===== config.mk =====
export PLATFORM = sky130hd
export DESIGN_NAME = parameter_report_responder
export DESIGN_NICKNAME = d
export VERILOG_FILES = /design/src/logic/prr_pkg.sv /design/src/logic/entry_store.sv /design/src/logic/parameter_report_responder.sv
export VERILOG_INCLUDE_DIRS = /design/src /design/src/logic
export SDC_FILE = /design/constraint.sdc
export NUM_CORES = 1
export LEC_CHECK = 0
export ABC_AREA = 0
export BUFFER_PORTS_ARGS = -buffer_cell sky130_fd_sc_hd__buf_2
export CAP_MARGIN = 25
export CELL_PAD_IN_SITES_DETAIL_PLACEMENT = 2
export CELL_PAD_IN_SITES_GLOBAL_PLACEMENT = 2
export CORE_ASPECT_RATIO = 2
export CORE_UTILIZATION = 35
export CTS_CLUSTER_DIAMETER = 200
export DETAILED_ROUTE_END_ITERATION = 8
export MAX_ROUTING_LAYER = met4
export PLACE_DENSITY = 0.63
export SETUP_SLACK_MARGIN = 0.02
export SLEW_MARGIN = 5
export SYNTH_ARGS = -nofsm -noshare
export SYNTH_HDL_FRONTEND = slang
export SYNTH_SLANG_ARGS = --single-unit

===== constraint.sdc =====
create_clock -name i_clock -period 2.6 [get_ports i_clock]
set_clock_uncertainty 0.05 [all_clocks]
set_input_delay 0.65 -clock i_clock [delete_from_list [all_inputs] [get_ports i_clock]]
set_output_delay 0.65 -clock i_clock [all_outputs]
set_load 0.1 [all_outputs]

===== src/logic/prr_defs.svh =====
// Summary of operation
// - VLAN filter count field reports supported VLAN filters, at most 15.
// - At least one unicast or mixed address filter always exists.
// - Unicast plus multicast plus mixed filter counts total 8 or fewer.
// - VLAN mode support bit 0 always 1; bits 3 to 7 read zero.
// - Mode bit 1 set only when VLAN plus non-VLAN filtering exists.
// - Mode bit 2 set only when any-VLAN plus non-VLAN filtering exists.
// - Channel count field reports channels of the whole controller.
// - Parameter query carries command type 0x17.
// - Parameter response carries type 0x97.
// - Query always answered unless checksum error or identifier mismatch.
// - Each response field returns the value last configured.
// - Unsupported parameters return zero.
// - No command-specific reason code; generic codes only.
// - Response length follows supported MAC and VLAN filter counts.
// - MAC addresses sent back to back without padding.
// - MAC order: unicast, then multicast, then mixed, sized by counts.
// - Link settings 28-31, broadcast 32-35, then flags, VLAN mode, AEN.
// - First MAC at byte 48, byte 5 first, crossing word boundaries.
// - Counts and mode fields travel in capabilities response type 0x96.
// - MAC flags: one bit per address, bit 0 is address 1.
// - Config flags: broadcast, channel, network transmit, global multicast.
`ifndef PRR_DEFS_SVH
`define PRR_DEFS_SVH

`define TYPE_GET_PARAMS 8'h17
`define TYPE_PARAMS_RSP 8'h97
`define TYPE_CAPS_RSP 8'h96
`define MAX_VLAN_FILTERS 15
`define MAX_MAC_FILTERS 8
`define RSP_CODE_OK 16'h0000
`define REASON_NONE 16'h0000
`define POS_CODE 8'h10
`define POS_CODE_LAST 8'h13
`define POS_MACS 8'h30
`define MAC_BYTES 6
`define TAG_BYTES 2
`define WORD_BYTES 4
`define MAC_LAST_BYTE 3'h5
`define TAG_LAST_BYTE 3'h1

`endif


===== src/logic/prr_pkg.sv =====
package prr_pkg;

   typedef struct packed {
      logic [7:0] mac_en;
      logic [14:0] vlan_en;
      logic [31:0] link;
      logic [31:0] bcast;
      logic [3:0] flags;
      logic [7:0] vlan_mode;
      logic [7:0] flow_ctrl;
      logic [31:0] aen;
   } cfg_t;

   typedef struct packed {
      logic [7:0] kind;
      logic chksum_err;
      logic id_mismatch;
   } cmd_t;

   typedef struct packed {
      logic [31:0] filt_counts;
      logic [31:0] mode_chan;
   } cap_t;

   typedef enum logic [2:0] {
      ST_IDLE,
      ST_FIXED,
      ST_MAC_RD,
      ST_MAC_OUT,
      ST_TAG_RD,
      ST_TAG_OUT,
      ST_PAD
   } state_t;

endpackage

===== src/logic/entry_store.sv =====
`timescale 1ns/100ps
module entry_store #(
   parameter int WIDTH = 48,
   parameter int DEPTH = 8,
   parameter int AW = 3
) (
   input wire logic i_clock,
   input wire logic i_arst_n,
   input wire logic i_we,
   input wire logic [AW-1:0] i_waddr,
   input wire logic [WIDTH-1:0] i_wdata,
   input wire logic i_re,
   input wire logic [AW-1:0] i_raddr,
   output logic [WIDTH-1:0] o_rdata
);
   // contents have no reset: unwritten entries read back undefined, and their enable bits come from the configuration alone
   logic [WIDTH-1:0] mem [DEPTH];
   logic [WIDTH-1:0] rdata_r;

   always_ff @(posedge i_clock)
   begin
      if (i_we && (int'(i_waddr) < DEPTH))
      begin
         mem[i_waddr] <= i_wdata;
      end
   end

   always_ff @(posedge i_clock or negedge i_arst_n)
   begin
      if (!i_arst_n)
      begin
         rdata_r <= '0;
      end
      else if (i_re)
      begin
         rdata_r <= (int'(i_raddr) < DEPTH) ? mem[i_raddr] : '0;
      end
   end

   assign o_rdata = rdata_r;
endmodule


===== src/logic/parameter_report_responder.sv =====
`timescale 1ns/100ps
`include "prr_defs.svh"
module parameter_report_responder #(
   parameter int UNICAST_CNT = 4,
   parameter int MULTICAST_CNT = 2,
   parameter int MIXED_CNT = 2,
   parameter int VLAN_CNT = 15,
   parameter int CHANNEL_CNT = 1,
   parameter bit VLAN_PLUS_NON = 1'b1,
   parameter bit ANY_VLAN_PLUS_NON = 1'b0
) (
   input wire logic i_clock,
   input wire logic i_arst_n,
   input wire prr_pkg::cfg_t i_cfg,
   input wire logic i_mac_we,
   input wire logic [2:0] i_mac_idx,
   input wire logic [47:0] i_mac_value,
   input wire logic i_tag_we,
   input wire logic [3:0] i_tag_idx,
   input wire logic [15:0] i_tag_value,
   input wire logic i_cmd_valid,
   input wire prr_pkg::cmd_t i_cmd,
   output logic o_cmd_ready,
   output prr_pkg::cap_t o_cap,
   output logic [7:0] o_cap_type,
   output logic o_rsp_valid,
   output logic [7:0] o_rsp_byte,
   output logic o_rsp_last,
   output logic [7:0] o_rsp_type,
   output logic [7:0] o_rsp_end,
   input wire logic i_rsp_ready
);

   ////////////////////////////////////////////////////////////////////////////////
   // sizes

   function automatic logic [15:0] low_mask(input int n);
      low_mask = 16'((32'h1 << n) - 32'h1);
   endfunction

   localparam int NMAC = UNICAST_CNT + MULTICAST_CNT + MIXED_CNT;
   localparam int RAW_END = int'(`POS_MACS) + `MAC_BYTES * NMAC + `TAG_BYTES * VLAN_CNT;
   // bytes up to the checksum, padded to a whole word
   localparam int END_INT = ((RAW_END + `WORD_BYTES - 1) / `WORD_BYTES) * `WORD_BYTES;
   localparam logic [7:0] END_POS = 8'(END_INT);
   localparam logic [7:0] LAST_POS = 8'(END_INT - 1);
   localparam logic [15:0] MAC_MASK = low_mask(NMAC);
   localparam logic [15:0] TAG_MASK = low_mask(VLAN_CNT);
   localparam logic [3:0] MAC_LAST_ENT = 4'(NMAC - 1);
   localparam logic [3:0] TAG_LAST_ENT = 4'(VLAN_CNT - 1);

   ////////////////////////////////////////////////////////////////////////////////
   // capability fields

   assign o_cap_type = `TYPE_CAPS_RSP;
   assign o_cap.filt_counts = {8'(VLAN_CNT), 8'(MIXED_CNT), 8'(MULTICAST_CNT),
                               8'(UNICAST_CNT)};
   assign o_cap.mode_chan = {16'h0000, 5'h00, ANY_VLAN_PLUS_NON, VLAN_PLUS_NON, 1'b1,
                             8'(CHANNEL_CNT)};

   ////////////////////////////////////////////////////////////////////////////////
   // stored filter entries, index order is unicast, multicast, mixed

   logic mac_re;
   logic tag_re;
   logic [3:0] ent_r;
   logic [3:0] ent_nxt;
   logic [47:0] mac_q;
   logic [15:0] tag_q;

   entry_store #(.WIDTH(48), .DEPTH(NMAC), .AW(3)) u_mac_store (
      .i_clock(i_clock),
      .i_arst_n(i_arst_n),
      .i_we(i_mac_we),
      .i_waddr(i_mac_idx),
      .i_wdata(i_mac_value),
      .i_re(mac_re),
      .i_raddr(ent_r[2:0]),
      .o_rdata(mac_q)
   );

   entry_store #(.WIDTH(16), .DEPTH(VLAN_CNT), .AW(4)) u_tag_store (
      .i_clock(i_clock),
      .i_arst_n(i_arst_n),
      .i_we(i_tag_we),
      .i_waddr(i_tag_idx),
      .i_wdata(i_tag_value),
      .i_re(tag_re),
      .i_raddr(ent_r),
      .o_rdata(tag_q)
   );

   ////////////////////////////////////////////////////////////////////////////////
   // fixed part, bytes 16 to 47, byte 16 in the top bits

   logic [255:0] fixed_v;
   assign fixed_v = {`RSP_CODE_OK, `REASON_NONE,
                     8'(NMAC), 16'h0000, i_cfg.mac_en & MAC_MASK[7:0],
                     8'(VLAN_CNT), 8'h00, {1'b0, i_cfg.vlan_en} & TAG_MASK,
                     i_cfg.link, i_cfg.bcast,
                     28'h0000000, i_cfg.flags,
                     i_cfg.vlan_mode, i_cfg.flow_ctrl, 16'h0000, i_cfg.aen};

   ////////////////////////////////////////////////////////////////////////////////
   // response sequencer

   prr_pkg::state_t state_r;
   prr_pkg::state_t state_nxt;
   logic [7:0] pos_r;
   logic [7:0] pos_nxt;
   logic [2:0] sub_r;
   logic [2:0] sub_nxt;
   logic [255:0] snap_r;
   logic [255:0] snap_nxt;
   logic out_valid_r;
   logic out_valid_nxt;
   logic [7:0] out_byte_r;
   logic [7:0] out_byte_nxt;
   logic out_last_r;
   logic out_last_nxt;
   logic [7:0] out_pos_r;
   logic [7:0] out_pos_nxt;
   logic adv;
   logic load;
   logic [7:0] nbyte;
   logic take_ok;
   logic [4:0] fix_idx;

   // the output register is the only stage, so it may refill while being taken
   assign adv = !out_valid_r || i_rsp_ready;
   // a query with a bad checksum or wrong identifier is dropped without a word
   assign take_ok = i_cmd_valid && o_cmd_ready && (i_cmd.kind == `TYPE_GET_PARAMS)
                    && !i_cmd.chksum_err && !i_cmd.id_mismatch;
   assign fix_idx = 5'(pos_r - `POS_CODE);

   always_comb
   begin
      state_nxt = state_r;
      pos_nxt = pos_r;
      ent_nxt = ent_r;
      sub_nxt = sub_r;
      snap_nxt = snap_r;
      mac_re = 1'b0;
      tag_re = 1'b0;
      load = 1'b0;
      nbyte = 8'h00;
      case (state_r)
         prr_pkg::ST_IDLE:
         begin
            if (take_ok)
            begin
               state_nxt = prr_pkg::ST_FIXED;
               pos_nxt = `POS_CODE;
               snap_nxt = fixed_v;
            end
         end
         prr_pkg::ST_FIXED:
         begin
            if (adv)
            begin
               load = 1'b1;
               nbyte = 8'(snap_r >> {5'h1F - fix_idx, 3'h0});
               if (pos_r == `POS_MACS - 8'h01)
               begin
                  state_nxt = prr_pkg::ST_MAC_RD;
                  ent_nxt = 4'h0;
               end
            end
         end
         prr_pkg::ST_MAC_RD:
         begin
            mac_re = 1'b1;
            sub_nxt = 3'h0;
            state_nxt = prr_pkg::ST_MAC_OUT;
         end
         prr_pkg::ST_MAC_OUT:
         begin
            if (adv)
            begin
               load = 1'b1;
               nbyte = 8'(mac_q >> {3'(`MAC_LAST_BYTE - sub_r), 3'h0});
               sub_nxt = sub_r + 3'h1;
               if (sub_r == `MAC_LAST_BYTE)
               begin
                  // next address follows after one read cycle, no gap bytes
                  ent_nxt = ent_r + 4'h1;
                  state_nxt = prr_pkg::ST_MAC_RD;
                  if (ent_r == MAC_LAST_ENT)
                  begin
                     ent_nxt = 4'h0;
                     state_nxt = (VLAN_CNT > 0) ? prr_pkg::ST_TAG_RD : prr_pkg::ST_PAD;
                  end
               end
            end
         end
         prr_pkg::ST_TAG_RD:
         begin
            tag_re = 1'b1;
            sub_nxt = 3'h0;
            state_nxt = prr_pkg::ST_TAG_OUT;
         end
         prr_pkg::ST_TAG_OUT:
         begin
            if (adv)
            begin
               load = 1'b1;
               nbyte = 8'(tag_q >> {3'(`TAG_LAST_BYTE - sub_r), 3'h0});
               sub_nxt = sub_r + 3'h1;
               if (sub_r == `TAG_LAST_BYTE)
               begin
                  ent_nxt = ent_r + 4'h1;
                  state_nxt = prr_pkg::ST_TAG_RD;
                  if (ent_r == TAG_LAST_ENT)
                  begin
                     state_nxt = prr_pkg::ST_PAD;
                  end
               end
            end
         end
         prr_pkg::ST_PAD:
         begin
            if (adv)
            begin
               load = 1'b1;
            end
         end
         default:
         begin
            state_nxt = prr_pkg::ST_IDLE;
         end
      endcase
      if (load)
      begin
         pos_nxt = pos_r + 8'h01;
         if (pos_r == LAST_POS)
         begin
            state_nxt = prr_pkg::ST_IDLE;
         end
      end
   end

   always_comb
   begin
      out_valid_nxt = out_valid_r;
      out_byte_nxt = out_byte_r;
      out_last_nxt = out_last_r;
      out_pos_nxt = out_pos_r;
      if (load)
      begin
         out_valid_nxt = 1'b1;
         out_byte_nxt = nbyte;
         out_last_nxt = (pos_r == LAST_POS);
         out_pos_nxt = pos_r;
      end
      else if (i_rsp_ready)
      begin
         out_valid_nxt = 1'b0;
      end
   end

   always_ff @(posedge i_clock or negedge i_arst_n)
   begin
      if (!i_arst_n)
      begin
         state_r <= prr_pkg::ST_IDLE;
         pos_r <= 8'h00;
         ent_r <= 4'h0;
         sub_r <= 3'h0;
         snap_r <= '0;
         out_valid_r <= 1'b0;
         out_byte_r <= 8'h00;
         out_last_r <= 1'b0;
         out_pos_r <= 8'h00;
      end
      else
      begin
         state_r <= state_nxt;
         pos_r <= pos_nxt;
         ent_r <= ent_nxt;
         sub_r <= sub_nxt;
         snap_r <= snap_nxt;
         out_valid_r <= out_valid_nxt;
         out_byte_r <= out_byte_nxt;
         out_last_r <= out_last_nxt;
         out_pos_r <= out_pos_nxt;
      end
   end

   assign o_cmd_ready = (state_r == prr_pkg::ST_IDLE);
   assign o_rsp_valid = out_valid_r;
   assign o_rsp_byte = out_byte_r;
   assign o_rsp_last = out_last_r;
   assign o_rsp_type = `TYPE_PARAMS_RSP;
   assign o_rsp_end = END_POS;
endmodule


==> results.txt, run 1 <==
XOR/XNOR Fraction of Synth Area: 0.0250%
clk slew on worst S/H paths: 60 ps
Worst EP required: 3090 ps
Synth Flop Type: edfxtp_1
vias in the first global route: 22,100
Worst EP arrival: 2990 ps
Detail Placement HPWL: 67,700 µm
Syn-to-layout area delta: 17.7%
fmax: 400 MHz
WL met1: 36,200 µm
Die ar.: 101,000 µm²
critical path class: reg -> reg
Setup WS post-layout: 100 ps
slowest stage delay, CP: 580 ps
final core occ: 41.7%
CP delay by family, top: compound AO/OA/AOI/OAI gates
worst r2r src: sub_r[1]
DRT iter0 DRCs: 980
Hold Path Sink: snap_r[8]
CTS H-tree depth: 3
placer congestion estimate: 0.845
post-synthesis mux area share: 18.2%
Post-synth ARST share: 27.1%
post-synthesis compound-gate area fraction: 4.02%
FF+latch area: 24,600 µm²
DRC: 0
part of the power in combinational logic: 7.2%
initial antenna violation count: 18
Crit. End Element: flop
Vias: 19,100
fin nets: 2,552
ratio of cells with drive above 1 in the final layout: 35.4%
first-pass GRT wire length: 147,000 µm
multi-input logic area: 9720 µm²
main combinational cell family by area after synthesis: multiplexers
WL final: 99,300 µm
CTS Buf Count: 80
# setup viols final: 0
chip height: 449 µm
post-route ant nets: 0
synth warn: 0
maxcap violations: 0
clock power share: 41.3%
number of synthesized flops with an enable pin: 624
internal reg-to-reg setup slack: 100 ps
Pre-antenna DRT Iters: 4
internal cell power: 22,500 µW
largest net degree at the start of global routing: 56
Sw Share: 23.8%
I/O Buffers: 236
RSZ-0062 raised after global routing: false
CTS tree: yes
Worst Setup Start Kind: flop
Worst slew margin: 50.2%
Worst path slowest cell: ha_1
sequential-to-total area share from yosys stat: 70.1%
post-synthesis adder-cell area fraction: 0.243%
Initial Util: 35.4%
worst hold path class: in -> reg
Yosys reg bits: 856
metal2 WL: 55,900 µm
post-synthesis cell area: 35,000 µm²
Die Wd: 226 µm
clk sink count: 856
PD cells: 714 nW/µm²
Placement Rows: 163
Psw: 7000 µW
Mapped Cells: 2,010
top sig layer: met4
Flop pwr share: 51.5%
Distinct cells, synth: 68
Fin. Hold Viols: 0
I/O pins: 325
Critical Path Start: sub_r[1]
Max rail drop VDD: 0.551 mV
filler cell count in the final layout: 9,470
Slew Viols, Final: 0
WP buf/inv: 1
gr usage total: 20.6%
Simple-Gate Fraction of Synth Area: 3.96%
Fin Hold WS: 164 ps
period utilization: 96.1%
Clk Latency, worst-skew pair: 670 ps
CTS Buffer Depth: 3
pre-CTS setup slack: -16.5 ps
final worst path period need: 2500 ps
crit-path cells: clkinv_1, ha_1, mux4_2, a22oi_1, o22ai_1, o32a_1
Via density: 5.13
Synth Area per Inst: 17.4 µm²
Register-to-Register Path Depth: 6
Critical Path Fanout Max: 10
Slew @ Worst Pin: 744 ps
worst hold path cell count: 2
status: complete, no violations
WL per Instance: 26.7 µm
CTS Root Cell: clkbuf_16
r2r endpoint: o_rsp_byte[5]
CORE AREA: 98,900 µm²
Static Leak: 0.0153 µW
min-delay src: i_cfg[8]
grt ovf: 0
Routed met3 length: 4190 µm
## timing repair
| item | CTS | global route |
|---|---|---|
| setup buffers | 2 | 0 |
| gates resized for setup | 2 | 2 |
| hold buffers | 1 | 0 |
| endpoints found under the setup margin | 2 | 3 |
| hold endpoints to repair | 40 | 0 |
## final cells by class
class                      count  area share, %
antenna                       15         0.0910
clock buffer                 114           5.49
clock inverter                35           1.07
inverter                       7         0.0637
multi-input combinational   1025           23.6
sequential                   856           59.6
tap                         1320           4.01
timing repair buffer         350           6.16
## cell usage after synthesis, drive strengths merged, types with 3 or more instances
master / count / share of area (%)
edfxtp: 624 / 53
dfrtp: 232 / 17
mux2: 191 / 6.1
mux4: 163 / 11
buf: 142 / 2.7
nand2: 138 / 1.5
nor2: 93 / 1.0
clkbuf: 66 / 0.72
mux2i: 55 / 1.6
a31oi: 50 / 0.89
o21ai: 45 / 0.64
nor3: 27 / 0.39
nand3: 18 / 0.26
a21oi: 16 / 0.23
a221o: 16 / 0.46
a22oi: 14 / 0.30
a221oi: 13 / 0.33
nand2b: 10 / 0.18
o22ai: 8 / 0.14
and2: 6 / 0.11
ha: 6 / 0.21
inv: 6 / 0.064
a211oi: 5 / 0.12
nor2b: 5 / 0.089
o31ai: 4 / 0.086
o32a: 4 / 0.11
a21o: 3 / 0.064
a22o: 3 / 0.075
a311oi: 3 / 0.075
and3: 3 / 0.054
nand3b: 3 / 0.064
## worst max-delay path by stage
stage                                  to  cells after the start
detailed placement          o_rsp_byte[2]                      5
global route                  o_cmd_ready                      3
floorplan           u_mac_store.mem[2][0]                      2
global placement            o_rsp_byte[0]                      5
CTS                           o_cmd_ready                      3
finish                      o_rsp_byte[5]                      6
## routing by layer
metal | track usage [%] | vias up
li1 | - | 8309
met1 | 21.2 | 10200
met2 | 38.5 | 486
met3 | 3.72 | 139
met4 | 6.89 | 0
met5 | - | -
## logic make-up after synthesis
kind of cell | after synthesis
flops | 856
simple gates | 316
compound gates | 204
xor+xnor | 1
fa+ha+maj | 7
other cells | 2
mux | 409
buf+inv | 215
## registers in the layout (all words and copies together) (netlist names)
name                 count
u_mac_store.o_rdata     48
snap_r                 140
o_rsp_last               1
u_tag_store.mem        240
ent_r                    4
sub_r                    3
pos_r                    8
o_rsp_valid              1
u_tag_store.o_rdata     16
o_rsp_byte               8
u_mac_store.mem        384
state_r                  3
## placed cells by master, fill, tap and decap left out, drive strengths merged, types with 8 or more instances in the layout
cell type	instances
o22ai	8
a21oi	16
edfxtp	624
nand3	18
nor2	93
inv	8
mux4	163
bufinv	8
dfrtp	232
a221oi	13
buf	349
mux2i	55
conb	88
a221o	16
a31oi	50
o21ai	45
clkinv	26
nor3	27
mux2	191
clkbuf	114
a22oi	14
nand2	138
diode	15
nand2b	10
## power groups by stage
stage          sequential [µW]  combinational, µW  clock [µW]
2_1_floorplan            15500               1280           0
3_3_place_gp             15400               2110           0
3_5_place_dp             15400               2160           0
4_1_cts                  15200               2160       12600
5_1_grt                  15200               2250       13000
6_report                 15200               2130       12200
## stage by stage
step           total power (µW)  std cells  cell area [µm²]  setup TNS, ps
3_3_place_gp              17500       3555            38500              0
2_1_floorplan             16800       2096            35400         -31940
3_5_place_dp              17600       3555            38500          -16.5
6_report                  29500       3722            41200              0
4_1_cts                   29900       3707            41200              0
5_1_grt                   30400       3722            41200              0
No activity file was read; power rests on OpenSTA's default activity.
==> run 2: changes to the inputs <==
--- a/config.mk
+++ b/config.mk
@@ -16,7 +16,7 @@
 export CTS_CLUSTER_DIAMETER = 200
 export DETAILED_ROUTE_END_ITERATION = 8
 export MAX_ROUTING_LAYER = met4
-export PLACE_DENSITY = 0.63
+export PLACE_DENSITY = 0.74
 export SETUP_SLACK_MARGIN = 0.02
 export SLEW_MARGIN = 5
 export SYNTH_ARGS = -nofsm -noshare
==> results.txt, run 2 (synthesis results as in run 1) <==
I/O Buffers: 236 (unchanged)
Worst EP arrival: 1800 ps (-1190 ps)
vias in the first global route: 22,200 (+0.61%)
Slew Viols, Final: 0 (unchanged)
first-pass GRT wire length: 150,000 µm (+1.9%)
chip height: 449 µm (unchanged)
Fin. Hold Viols: 0 (unchanged)
critical path class: reg -> out
gr usage total: 21.0% (+0.40 points)
largest net degree at the start of global routing: 97 (+73%)
Static Leak: 0.0153 µW (+0.14%)
clk slew on worst S/H paths: 70 ps (about the same)
period utilization: 96.3% (+0.15 points)
Via density: 5.17 (+0.81%)
final worst path period need: 2500 ps (+3.82 ps)
worst r2r src: pos_r[0]
top flop regs: u_mac_store.mem x384, u_tag_store.mem x240, snap_r x140
multi-input logic area: 9710 µm² (about the same)
Crit. End Element: output pin
filler cell count in the final layout: 9,478 (+0.084%)
CTS tree: yes
most common cell after layout, fill and taps aside: edfxtp_1
WL final: 102,000 µm (+2.5%)
Detail Placement HPWL: 69,400 µm (+2.5%)
Initial Util: 35.4% (unchanged)
Die Wd: 226 µm (unchanged)
max FFs per register: 384 (unchanged)
I/O pins: 325 (unchanged)
CTS Buffer Depth: 3 (unchanged)
initial antenna violation count: 19 (+1)
Syn-to-layout area delta: 17.9%
WL per Instance: 27.2 µm (+2.1%)
min-delay src: i_cfg[13]
Pre-antenna DRT Iters: 5 (+1)
fmax: 399 MHz (-0.15%)
Die ar.: 101,000 µm² (unchanged)
DRC: 0 (unchanged)
Non-Filler Cell Area, Final: 41,300 µm² (+0.13%)
worst hold path class: in -> reg
Slew @ Worst Pin: 665 ps (-78.7 ps)
placer congestion estimate: 0.878 (+3.9%)
RSZ-0062 raised after global routing: false
# setup viols final: 0 (unchanged)
Setup TNS: 0 ps (unchanged)
clk sink count: 856 (unchanged)
Vias: 19,300 (+1.2%)
PD cells: 716 nW/µm² (+0.24%)
Critical Path Fanout Max: 2 (-8)
maxcap violations: 0 (unchanged)
Placement Rows: 163 (unchanged)
fin nets: 2,563 (+0.43%)
CORE AREA: 98,900 µm² (unchanged)
Critical Path Start: state_r[2]
Worst slew margin: 55.6% (+5.3 points)
Worst EP required: 1900 ps (-1190 ps)
final core occ: 41.7% (+0.054 points)
grt ovf: 0 (unchanged)
ratio of cells with drive above 1 in the final layout: 35.5% (+0.16 points)
Worst Setup Start Kind: flop
Max rail drop VDD: 0.419 mV (-24%)
DP Area: 38,500 µm² (about the same)
post-route ant nets: 0 (unchanged)
status: complete, no violations
CTS H-tree depth: 3 (unchanged)
Clk Latency, worst-skew pair: 670 ps (about the same)
DRT iter0 DRCs: 1,039 (+6.0%)
most frequent cells in the layout: edfxtp_1, buf_2, dfrtp_1
CTS Root Cell: clkbuf_16
Biggest register: u_mac_store.mem
CTS Buf Count: 82 (+2.5%)
FF+latch area: 24,600 µm² (about the same)
==> run 2: where the power goes <==
group	switching, µW	total, µW	internal [µW]
clock network	5400	12200	6810
registers	166	15200	15000
logic	1630	2200	568
==> run 2: what timing repair did <==
action	4_1_cts	5_1_grt
endpoints found under the setup margin	3	2
buffers inserted	1	0
pin swaps	0	0
hold buffers	1	0
hold endpoints to repair	30	0
resized for setup	2	1
==> run 2: area by class of cell <==
type                    count  area share (%)
flip-flops and latches    856            59.5
clock buffers             100            5.33
clock inverters            52            1.26
inverters                   7          0.0636
diodes                     18           0.109
multi-input cells        1025            23.5
repair buffers            359            6.22
well taps                1320            4.00
==> run 2: routing by layer <==
layer | wire length (µm) | global-route usage, % | vias to the layer above
met5 | 0 | - | -
met4 | 3870 | 8.55 | 0
met3 | 4490 | 3.82 | 148
met2 | 56900 | 38.7 | 539
met1 | 36600 | 21.4 | 10300
li1 | - | - | 8348
==> run 2: critical path, stage by stage, from the launching register on <==
cell and delay [ps]:
dfrtp_1 380, or3_1 440, inv_2 140, buf_12 180
==> run 2: per-stage QoR <==
stage               power [µW]  cells  hold WS [ps]  setup slack (ps)
floorplan                16800   2096           304              -557
global placement         17500   3565           412              3.66
detailed placement       17700   3565           416              13.1
CTS                      29900   3719           113              45.5
global route             30400   3736           141              30.2
finish                   29600   3737           160              96.4
==> run 2: path summary, 6_finish.rpt <==
kind,end,slack [ps],cells after the start
max in group asynchronous,snap_r[118],1320,3
min in group asynchronous,snap_r[2],410,2
min,snap_r[13],160,2
max,o_cmd_ready,100,3
max reg2reg,o_rsp_byte[2],130,5
min reg2reg,o_rsp_last,430,1
